--- src/logic/sec_err_defs.svh ---
/*
  Offsets, field positions and reset values of the secondary error
  severity tail and the capabilities and control register.
  Assumes inclusion by bare name from design files.
*/
`ifndef SEC_ERR_DEFS_SVH
`define SEC_ERR_DEFS_SVH

// extended configuration byte offsets
`define SEV_REG_OFFSET        12'h134
`define CAPS_CTRL_OFFSET      12'h138
`define UNCOR_STATUS_OFFSET   12'h12C

// severity register field positions
`define SEV_SPLIT_TABORT_BIT  0
`define SEV_SPLIT_MABORT_BIT  1
`define SEV_RECV_TABORT_BIT   2
`define SEV_RECV_MABORT_BIT   3
`define SEV_RSVD_BIT          4
`define SEV_UNEXP_SPLIT_BIT   5
`define SEV_SPLIT_MSG_BIT     6
`define SEV_HELD_MSB          6

// reset values
`define SEV_RESET             7'h40
`define CAPS_CTRL_RESET       32'h0000_0000
`define PTR_RESET             5'h00

// capabilities and control field layout
`define PTR_MSB               4

`endif

--- src/logic/sec_err_pkg.sv ---
/*
  Types shared by the severity and first error pointer logic.
  Assumes nothing of its surroundings.
*/
package sec_err_pkg;

  typedef logic [4:0] err_ptr_t;

  // kind of error message raised toward the upstream port
  typedef enum logic [1:0] {
    MSG_NONE     = 2'b00,
    MSG_NONFATAL = 2'b01,
    MSG_FATAL    = 2'b10
  } msg_kind_t;

endpackage

--- src/logic/first_error_tracker.sv ---
/*
  First error pointer tracker: latches the bit index of the earliest
  unmasked error class and holds it while that status bit stays set.
  Assumes status bits set on the same edge that the detect pulse is seen.
*/
`timescale 1ns/10ps
`include "sec_err_defs.svh"

module first_error_tracker
  import sec_err_pkg::*;
#(
  parameter int WIDTH = 32
) (
  input  wire logic             clk,
  input  wire logic             rst_n,
  input  wire logic [WIDTH-1:0] detect,
  input  wire logic [WIDTH-1:0] status,
  input  wire logic [WIDTH-1:0] mask,
  output err_ptr_t              pointer
);

  logic             held;
  logic             next_held;
  err_ptr_t         next_pointer;
  logic [WIDTH-1:0] fresh;

  // lowest index wins when several classes fire in one cycle
  function automatic err_ptr_t lowest_set(input logic [WIDTH-1:0] v);
    err_ptr_t r;
    r = '0;
    for (int i = WIDTH - 1; i >= 0; i--) begin
      if (v[i]) begin
        r = err_ptr_t'(i);
      end
    end
    return r;
  endfunction

  // capture only into an empty log; release once the pointed bit clears
  always_comb begin
    fresh        = detect & ~mask;
    next_pointer = pointer;
    next_held    = held;
    if (held && !status[pointer]) begin
      next_held = 1'b0;
    end
    if (!next_held && (fresh != '0) && ((status & ~mask) == '0)) begin
      next_pointer = lowest_set(fresh);
      next_held    = 1'b1;
    end
  end

  // pointer survives hot reset; only the combined sticky reset clears it
  always_ff @(posedge clk or negedge rst_n) begin
    if (!rst_n) begin
      pointer <= `PTR_RESET;
      held    <= 1'b0;
    end else begin
      pointer <= next_pointer;
      held    <= next_held;
    end
  end

endmodule

--- src/logic/secondary_error_severity_pointer.sv ---
/*
  Secondary error severity tail, capabilities and control register with
  first error pointer, and fatal or non-fatal message selection for
  received master and target aborts.
  Assumes a configuration port with one-cycle request strobes, synchronous
  error detect pulses, and resets already free of metastability.
*/
`timescale 1ns/10ps
`include "sec_err_defs.svh"

// Overview of operation
// - A received master or target abort raises a fatal message when its severity bit is 1, else a non-fatal one.
// - Both abort severity bits come out of reset at 0, so these errors default to non-fatal.
// - The four split related severity bits are plain storage and never change how an error is reported.
// - The reserved bit between the split and abort severity bits always reads 0.
// - The capabilities and control register sits at offset 138h, is read-only and resets to all zeros.
// - Bits 31 to 5 of that register are reserved and read as zero.
// - Bits 4 to 0 hold the index, within the status register at 12Ch, of the earliest detected unmasked error class.
// - Only hardware detection updates the pointer and software writes to it are ignored.
// - Severity bits and pointer are cleared only by fundamental, global or power-on reset, never by hot reset.
// - State that is neither sticky nor flagged, here the message and read outputs, is also cleared by hot reset.
module secondary_error_severity_pointer
  import sec_err_pkg::*;
#(
  parameter int STATUS_WIDTH = 32
) (
  input  wire logic                    clk,
  input  wire logic                    rst_n,
  input  wire logic                    fundamental_reset_n,
  input  wire logic                    global_reset_n,
  input  wire logic                    hot_reset,
  input  wire logic                    cfg_rd,
  input  wire logic                    cfg_wr,
  input  wire logic [11:0]             cfg_addr,
  input  wire logic [3:0]              cfg_be,
  input  wire logic [31:0]             cfg_wdata,
  output logic [31:0]                  cfg_rdata,
  output logic                         cfg_ack,
  input  wire logic                    recv_mabort_det,
  input  wire logic                    recv_tabort_det,
  input  wire logic [STATUS_WIDTH-1:0] err_detect,
  input  wire logic [STATUS_WIDTH-1:0] uncor_status,
  input  wire logic [STATUS_WIDTH-1:0] uncor_mask,
  output logic                         err_msg_valid,
  output logic                         err_msg_fatal,
  output err_ptr_t                     first_error_pointer
);

  // flagged bits share one reset; hot reset is deliberately absent here
  logic sticky_rst_n;
  assign sticky_rst_n = rst_n & fundamental_reset_n & global_reset_n;

  // severity storage, bits 6:0 of the severity register
  logic recv_mabort_fatal_sel;
  logic recv_tabort_fatal_sel;
  logic split_msg_data_err_sel;
  logic unexpected_split_err_sel;
  logic split_mabort_err_sel;
  logic split_tabort_err_sel;
  logic next_recv_mabort_fatal_sel;
  logic next_recv_tabort_fatal_sel;
  logic next_split_msg_data_err_sel;
  logic next_unexpected_split_err_sel;
  logic next_split_mabort_err_sel;
  logic next_split_tabort_err_sel;

  logic [31:0] next_cfg_rdata;
  logic        next_cfg_ack;
  logic        next_err_msg_valid;
  logic        next_err_msg_fatal;
  msg_kind_t   msg_kind;
  logic        sev_hit;
  logic        caps_hit;

  // reset pattern held at its own width so each field takes one bit of it
  localparam logic [6:0] SEV_RESET_WORD = `SEV_RESET;

  assign sev_hit  = (cfg_addr == `SEV_REG_OFFSET);
  assign caps_hit = (cfg_addr == `CAPS_CTRL_OFFSET);

  // severity writes take byte lane 0 only; all fields live there
  always_comb begin
    next_recv_mabort_fatal_sel    = recv_mabort_fatal_sel;
    next_recv_tabort_fatal_sel    = recv_tabort_fatal_sel;
    next_split_msg_data_err_sel   = split_msg_data_err_sel;
    next_unexpected_split_err_sel = unexpected_split_err_sel;
    next_split_mabort_err_sel     = split_mabort_err_sel;
    next_split_tabort_err_sel     = split_tabort_err_sel;
    if (cfg_wr && sev_hit && cfg_be[0]) begin
      next_recv_mabort_fatal_sel    = cfg_wdata[`SEV_RECV_MABORT_BIT];
      next_recv_tabort_fatal_sel    = cfg_wdata[`SEV_RECV_TABORT_BIT];
      next_split_msg_data_err_sel   = cfg_wdata[`SEV_SPLIT_MSG_BIT];
      next_unexpected_split_err_sel = cfg_wdata[`SEV_UNEXP_SPLIT_BIT];
      next_split_mabort_err_sel     = cfg_wdata[`SEV_SPLIT_MABORT_BIT];
      next_split_tabort_err_sel     = cfg_wdata[`SEV_SPLIT_TABORT_BIT];
    end
  end

  // sticky severity flops: hot reset leaves them alone
  always_ff @(posedge clk or negedge sticky_rst_n) begin
    if (!sticky_rst_n) begin
      recv_mabort_fatal_sel    <= SEV_RESET_WORD[`SEV_RECV_MABORT_BIT];
      recv_tabort_fatal_sel    <= SEV_RESET_WORD[`SEV_RECV_TABORT_BIT];
      split_msg_data_err_sel   <= SEV_RESET_WORD[`SEV_SPLIT_MSG_BIT];
      unexpected_split_err_sel <= SEV_RESET_WORD[`SEV_UNEXP_SPLIT_BIT];
      split_mabort_err_sel     <= SEV_RESET_WORD[`SEV_SPLIT_MABORT_BIT];
      split_tabort_err_sel     <= SEV_RESET_WORD[`SEV_SPLIT_TABORT_BIT];
    end else begin
      recv_mabort_fatal_sel    <= next_recv_mabort_fatal_sel;
      recv_tabort_fatal_sel    <= next_recv_tabort_fatal_sel;
      split_msg_data_err_sel   <= next_split_msg_data_err_sel;
      unexpected_split_err_sel <= next_unexpected_split_err_sel;
      split_mabort_err_sel     <= next_split_mabort_err_sel;
      split_tabort_err_sel     <= next_split_tabort_err_sel;
    end
  end

  // pointer tracker; it sees no write path at all
  first_error_tracker #(
    .WIDTH   (STATUS_WIDTH)
  ) u_tracker (
    .clk     (clk),
    .rst_n   (sticky_rst_n),
    .detect  (err_detect),
    .status  (uncor_status),
    .mask    (uncor_mask),
    .pointer (first_error_pointer)
  );

  // read mux; unmapped offsets and reserved bits answer zero
  function automatic logic [31:0] read_word(input logic s_hit, input logic c_hit);
    logic [31:0] w;
    w = 32'h0000_0000;
    if (s_hit) begin
      w[`SEV_RECV_MABORT_BIT]  = recv_mabort_fatal_sel;
      w[`SEV_RECV_TABORT_BIT]  = recv_tabort_fatal_sel;
      w[`SEV_SPLIT_MSG_BIT]    = split_msg_data_err_sel;
      w[`SEV_UNEXP_SPLIT_BIT]  = unexpected_split_err_sel;
      w[`SEV_SPLIT_MABORT_BIT] = split_mabort_err_sel;
      w[`SEV_SPLIT_TABORT_BIT] = split_tabort_err_sel;
      w[`SEV_RSVD_BIT]         = 1'b0;
    end else if (c_hit) begin
      w = `CAPS_CTRL_RESET;
      w[`PTR_MSB:0] = first_error_pointer;
    end
    return w;
  endfunction

  // abort severity picks the message kind; split bits never enter here
  always_comb begin
    msg_kind = MSG_NONE;
    if ((recv_mabort_det && recv_mabort_fatal_sel) || (recv_tabort_det && recv_tabort_fatal_sel)) begin
      msg_kind = MSG_FATAL;
    end else if (recv_mabort_det || recv_tabort_det) begin
      msg_kind = MSG_NONFATAL;
    end
    next_err_msg_valid = (msg_kind != MSG_NONE);
    next_err_msg_fatal = (msg_kind == MSG_FATAL);
    next_cfg_ack       = cfg_rd | cfg_wr;
    next_cfg_rdata     = cfg_rd ? read_word(sev_hit, caps_hit) : 32'h0000_0000;
    if (hot_reset) begin
      next_err_msg_valid = 1'b0;
      next_err_msg_fatal = 1'b0;
      next_cfg_ack       = 1'b0;
      next_cfg_rdata     = 32'h0000_0000;
    end
  end

  // non-sticky outputs: combined sticky reset plus synchronous hot reset
  always_ff @(posedge clk or negedge sticky_rst_n) begin
    if (!sticky_rst_n) begin
      err_msg_valid <= 1'b0;
      err_msg_fatal <= 1'b0;
      cfg_ack       <= 1'b0;
      cfg_rdata     <= 32'h0000_0000;
    end else begin
      err_msg_valid <= next_err_msg_valid;
      err_msg_fatal <= next_err_msg_fatal;
      cfg_ack       <= next_cfg_ack;
      cfg_rdata     <= next_cfg_rdata;
    end
  end

endmodule

--- config.mk ---
export PLATFORM = sky130hd
export DESIGN_NAME = secondary_error_severity_pointer
export DESIGN_NICKNAME = d
export VERILOG_FILES = /design/src/logic/sec_err_pkg.sv /design/src/logic/first_error_tracker.sv /design/src/logic/secondary_error_severity_pointer.sv
export VERILOG_INCLUDE_DIRS = /design/src /design/src/logic
export SDC_FILE = /design/constraint.sdc
export NUM_CORES = 1
export LEC_CHECK = 0
export BUFFER_PORTS_ARGS = -buffer_cell sky130_fd_sc_hd__clkbuf_2
export CORE_MARGIN = 8
export CORE_UTILIZATION = 33
export CTS_CLUSTER_SIZE = 24
export DETAILED_ROUTE_END_ITERATION = 10
export HOLD_SLACK_MARGIN = 0.05
export PLACE_DENSITY = 0.71
export SYNTH_ARGS = -nofsm -noshare
export SYNTH_HDL_FRONTEND = slang
export SYNTH_SLANG_ARGS = --single-unit
export TNS_END_PERCENT = 20
--- constraint.sdc ---
create_clock -name clk -period 5.2 [get_ports clk]
set_clock_uncertainty 0.1 [all_clocks]
set_input_delay 1.04 -clock clk [delete_from_list [all_inputs] [get_ports clk]]
set_output_delay 1.04 -clock clk [all_outputs]
set_load 0.02 [all_outputs]
-- Word level (Yosys, flattened, before mapping)
Cells that the tools add are included.
- magnitude comparators: 1
- eq/ne operators: 3
- mux-type cells: 46
- bitwise logic cells: 6
- reductions and logical operators: 14
- operators with widths (kind ; count):
    5-bit 2-to-1 mux ; 33
    32-bit bitwise AND ; 2
    32-bit 2-to-1 mux ; 2
    32-bit logical NOT ; 1
    32-bit inverter ; 1
    32-bit nonzero test ; 1
    25-bit 2-to-1 mux ; 1
    12-bit by 9-bit equality test with 1-bit output (second input constant) ; 2
    1-bit logical AND ; 7
    1-bit 2-to-1 mux ; 7
    7-bit 2-to-1 mux ; 1
    5-bit by 6-bit less-than comparator with 1-bit output (second input constant) ; 1
    1-bit binary-select mux with 5-bit select ; 1
    1-bit bitwise AND ; 2
    2-bit equality test (second input constant) ; 1
    1-bit logical NOT ; 2
    1-bit logical OR ; 2
    2-bit 2-to-1 mux ; 1
    2-bit nonzero test ; 1
    1-bit OR ; 1
- register bits: 47
- input port bits: 153
- output and inout bits: 40
- logic and storage cells: 82

-- Depth between registers and ports, before layout
- word-level depth: 34
- mapped depth: 7
- depth with buffers taken out: 6

-- Hierarchy
From an unflattened synthesis, not the netlist that was laid out.
- cells, all modules: 271
- area total of the unflattened synthesis: 2272.2 µm²
- modules (own cells, without submodules) (module ; instances ; cells each ; area each (µm²) ; seq. area each (µm²)):
    first_error_tracker ; 1 ; 193 ; 1413.9 ; 150.1
    secondary_error_severity_pointer ; 1 ; 78 ; 858.3 ; 401.6

-- Worst setup path after synthesis
Ideal clock, no wire load.
- path kind: input -> register
- start: input port err_detect[26]
- end: register u_tracker.pointer[0]
- setup time: 122 ps
- arrival time: 2653 ps
- data required time: 4978 ps
- path slack: 2325 ps
- stages on the path: 6
- buffers on the path: 0
- path through: nor2b_4 > a2111o_1 > or4b_4 > o311ai_4 > nor3_1 > a32o_1
- longest elaborated chain between the ends: 28
- elaborated cells on any way between the ends: 31
- classes of those cells: mux (27); bitwise (1); reduce/logical (3)
- RTL lines (what ; RTL line ; text):
    from (decl) ; secondary_error_severity_pointer.sv:41 ; input wire logic [STATUS_WIDTH-1:0] err_detect,
    32-bit bitwise AND * ; first_error_tracker.sv:41 ; fresh = detect & ~mask;
    5-bit 2-to-1 mux (27 in series) ; first_error_tracker.sv:32 ; if (v[i]) begin
    to (signal assigned) ; first_error_tracker.sv:56 ; pointer <= `PTR_RESET;
    to (signal assigned) ; first_error_tracker.sv:59 ; pointer <= next_pointer;
    to (decl) ; first_error_tracker.sv:19 ; output err_ptr_t pointer
Every way passes the cells marked *; elsewhere a longest branch is shown, timed or not.
A chain may end at the register's enable or synchronous reset.

-- Worst setup path in the final report
- start: input port uncor_status[23]
- end: register u_tracker.pointer[1]
- longest elaborated chain between the ends: 8
- elaborated cells on any way between the ends: 10
- classes of those cells: mux (3); bitwise (1); reduce/logical (6)
- RTL lines (what ; RTL line ; text):
    from (decl) ; secondary_error_severity_pointer.sv:42 ; input wire logic [STATUS_WIDTH-1:0] uncor_status,
    1-bit binary-select mux with 5-bit select ; first_error_tracker.sv:44 ; if (held && !status[pointer]) begin
    1-bit 2-to-1 mux (not written as such) ; first_error_tracker.sv:44 ;
    1-bit logical NOT ; first_error_tracker.sv:44 ;
    1-bit logical AND ; first_error_tracker.sv:44 ;
    1-bit 2-to-1 mux ; first_error_tracker.sv:44 ;
    1-bit logical NOT ; first_error_tracker.sv:47 ; if (!next_held && (fresh != '0) && ((status & ~mask) == '0)) begin
    1-bit logical AND ; first_error_tracker.sv:47 ;
    1-bit logical AND * ; first_error_tracker.sv:47 ;
Every way passes the cells marked *; elsewhere a longest branch is shown, timed or not. The select of a mux whose other input is x is not followed.

==> impl_results.md <==
- Gr usage total: between 10% and 20%
- Final wirelength: 8.073 mm
- Critical path endpoint category: register
- Seq/Total Area, Yosys: 24.64%
- Final-report hold violation count: 0
- Setup TNS Final: 0 ns
- Critical path peak fanout: 6
- DRC errors left: 0
- Total CTS buffers: 3
- Slowest CP cell: nor4_1
- Share of cells above drive strength 1: 41.94%
- Layout Nets: about 550
- Post-CTS Setup Repair Bufs: 0
- Endpoints failing setup: 0
- Synthesized area: 2240 sq um
- Post-synth EDFFs: 0
- Clock Sinks: 22
- Clock-pin slew on the worst setup and hold paths: 0.08 ns
- Pins over their slew limit: 0
- Power density cells: 145.8 nW/um^2
- Boundary Pins: 193
- Vias per cell: 5.032
- Largest net degree at the start of global routing: 23
- Critical path required time: 5.30 ns
- Leakage: approximately 1.5 nW
- Crit path time final: ~3.0 ns
- CTS resizes: 0
- Worst hold path class: reg -> reg
- GP Congestion: 0.8592
- Final HPWL DP: 7.295 mm
- Remaining Overflow, GRT: 0
- CP Data Arrival Time: 3.07 ns
- Post-synth cell types: around 50
- Post-synthesis area per instance: between 8 and 9 sq um
- RSZ-0062 raised after global routing: false
- Synth async-reset ratio: 100.0%
- Status: complete, no violations
- Initial antenna violation count: 0
- CTS Hold Buffers Added: 0
- Initial DRC count: 80
- Cell chain of the critical path: clkbuf_2 > nor2b_1 > a2111o_1 > nor4_1 > o311ai_4 > a2111oi_0 > a22o_1
- Root buf cell: clkbuf_8
- Core area: approximately 6700 sq um
- Max H-tree Level: 1
- Max_cap viols: 0
- PortBufs: 138
- Vias in the first global route: between 2000 and 3000
- Slew @ Worst Pin: 0.9467 ns
- Die X: around 100 microns
- Critical path class: in -> reg
- Commonest non-fill, non-tap cell in the layout: clkbuf_2
- Max Clk Rate: 336.2 MHz
- Synth Register Bits: 22
- TritonCTS clock tree: built
- Yosys warns: 0
- CTS max path bufs: 2
- Antenna viol nets, final: 0
- Vert. Die Dim: 98.38 microns
- Via Count: 2370
- Clk_lat worst skew: 0.26 ns
- Slew headroom: 36.88%
- Most frequent cells in the layout: clkbuf_2 (138), nand2b_1 (43), conb_1 (25)
- Post-synthesis cell count: 253
- Final Cycle Share: 57.21%
- Core Rows: 30
- Initial Util: 33.52%
- Initial DRT Pass Iterations: 4
- IR Drop Worst-Case VDD: around 0.080 mV
- Drt wl/cell: 17.14 microns
- Die area: between 9000 and 10000 sq um
- First-pass GRT wire length: about 13 mm
- Critical path startpoint category: input port
- Synth Flop Type: dfrtp_1
- Hold Slack: between 0.3 and 0.4 ns
- Largest stage delay, worst path: about 0.54 ns
- # diodes: 0
- Area grow syn2layout: 32.23%
==> routing by layer <==
| layer | vias to the layer above | global-route usage (%) | part of all wire (%) |
|---|---|---|---|
| met2 | 106 | 30.30 | 52 |
| met4 | 0 | 4.841 | 1.8 |
| met5 | - | 0 | 0 |
| met1 | 1096 | 17.91 | 39 |
| li1 | 1158 | - | - |
| met3 | 10 | 4.267 | 7.5 |
==> registers in the layout, summed over array words and instances (netlist names) <==
name / count
cfg_rdata: 7
u_tracker.pointer: 5
cfg_ack: 1
err_msg_fatal: 1
err_msg_valid: 1
recv_mabort_fatal_sel: 1
recv_tabort_fatal_sel: 1
split_mabort_err_sel: 1
split_msg_data_err_sel: 1
split_tabort_err_sel: 1
u_tracker.held: 1
unexpected_split_err_sel: 1
==> synthesized netlist by cell type, drive strengths merged, types with 2 or more instances <==
cell | number | share of area [%]
mux2 | 6 | 3.0
mux2i | 3 | 1.3
o21ai | 2 | 0.45
a211oi | 3 | 1.0
and3 | 2 | 0.56
nor2 | 19 | 3.2
mux4 | 8 | 8.0
nand2b | 44 | 12
nor2b | 22 | 6.5
nand3b | 2 | 0.67
clkbuf | 2 | 0.39
dfrtp | 21 | 23
buf | 26 | 8.7
a21oi | 6 | 1.3
a2111o | 3 | 1.5
nor3 | 3 | 0.67
nand3 | 7 | 1.6
nand4 | 6 | 2.0
inv | 11 | 1.8
a22o | 3 | 1.2
a2111oi | 2 | 1.6
and2 | 3 | 0.84
a311oi | 3 | 1.2
nand2 | 10 | 1.7
a22oi | 5 | 1.7
o311ai | 3 | 2.0
o2111ai | 6 | 2.3
or4b | 2 | 1.1
nor4 | 6 | 2.0
==> area by class of cell <==
| type | instances | area [sq um] |
|---|---|---|
| Multi-Input combinational cell | 216 | 1533 |
| Sequential cell | 22 | 551.8 |
| Tap cell | 80 | 100.1 |
| Timing Repair Buffer | 138 | 690.7 |
| Clock buffer | 4 | 45.04 |
| Inverter | 11 | 41.29 |
| Fill cell | 701 | 3720 |
==> critical path: cells and delay by family <==
| family | cells | cell delay, ns |
|---|---|---|
| buffers and inverters | 1 | 0.10 |
| AOI/OAI and AO/OA | 4 | 1.26 |
| and+or+nand+nor | 2 | 0.67 |
==> final timing paths <==
path | startpoint | end | slack, ns | cells past startpoint
min in group asynchronous | fundamental_reset_n | cfg_rdata[4]$_DFF_PN0_ | 0.95 | 2
hold reg to reg | unexpected_split_err_sel$_DFFE_PN0P_ | cfg_rdata[5]$_DFF_PN0_ | 0.38 | 1
setup / recovery | uncor_status[23] | u_tracker.pointer[1]$_DFFE_PN0P_ | 2.23 | 7
hold / removal | unexpected_split_err_sel$_DFFE_PN0P_ | cfg_rdata[5]$_DFF_PN0_ | 0.38 | 1
max in group asynchronous | global_reset_n | err_msg_valid$_DFF_PN0_ | 3.46 | 2
setup reg to reg | u_tracker.pointer[0]$_DFFE_PN0P_ | u_tracker.pointer[1]$_DFFE_PN0P_ | 2.71 | 6
==> metrics by stage <==
| step | cells | instance area [sq um] | power [mW] | util [%] | setup slack (ns) |
|---|---|---|---|---|---|
| after floorplan | 277 | 2330 | 0.2713 | - | 2.325 |
| after global placement | 467 | 2917 | 0.3269 | 43.65 | 1.945 |
| after detailed placement | 467 | 2917 | 0.3279 | 43.65 | 1.934 |
| after CTS | 471 | 2962 | 0.4331 | 44.33 | 2.191 |
| after global routing | 471 | 2962 | 0.4591 | 44.33 | 2.015 |
| final | 471 | 2962 | 0.4319 | 44.33 | 2.225 |
==> kinds of logic after synthesis <==
group                  share of synthesized area [%]
other                                         0.1674
muxes                                          12.40
AOI/OAI and AO/OA                              17.60
DFF                                            24.64
buffers and inverters                          10.95
and+or+nand+nor                                34.25
==> report_power, final <==
group	total, mW	leakage, nW	switching, mW	internal, mW
Clock	0.106	0.0228	0.0516	0.0545
Sequential	0.173	0.298	0.000998	0.172
Combinational	0.152	1.15	0.0829	0.0695
(Power assumes the default switching activity.)
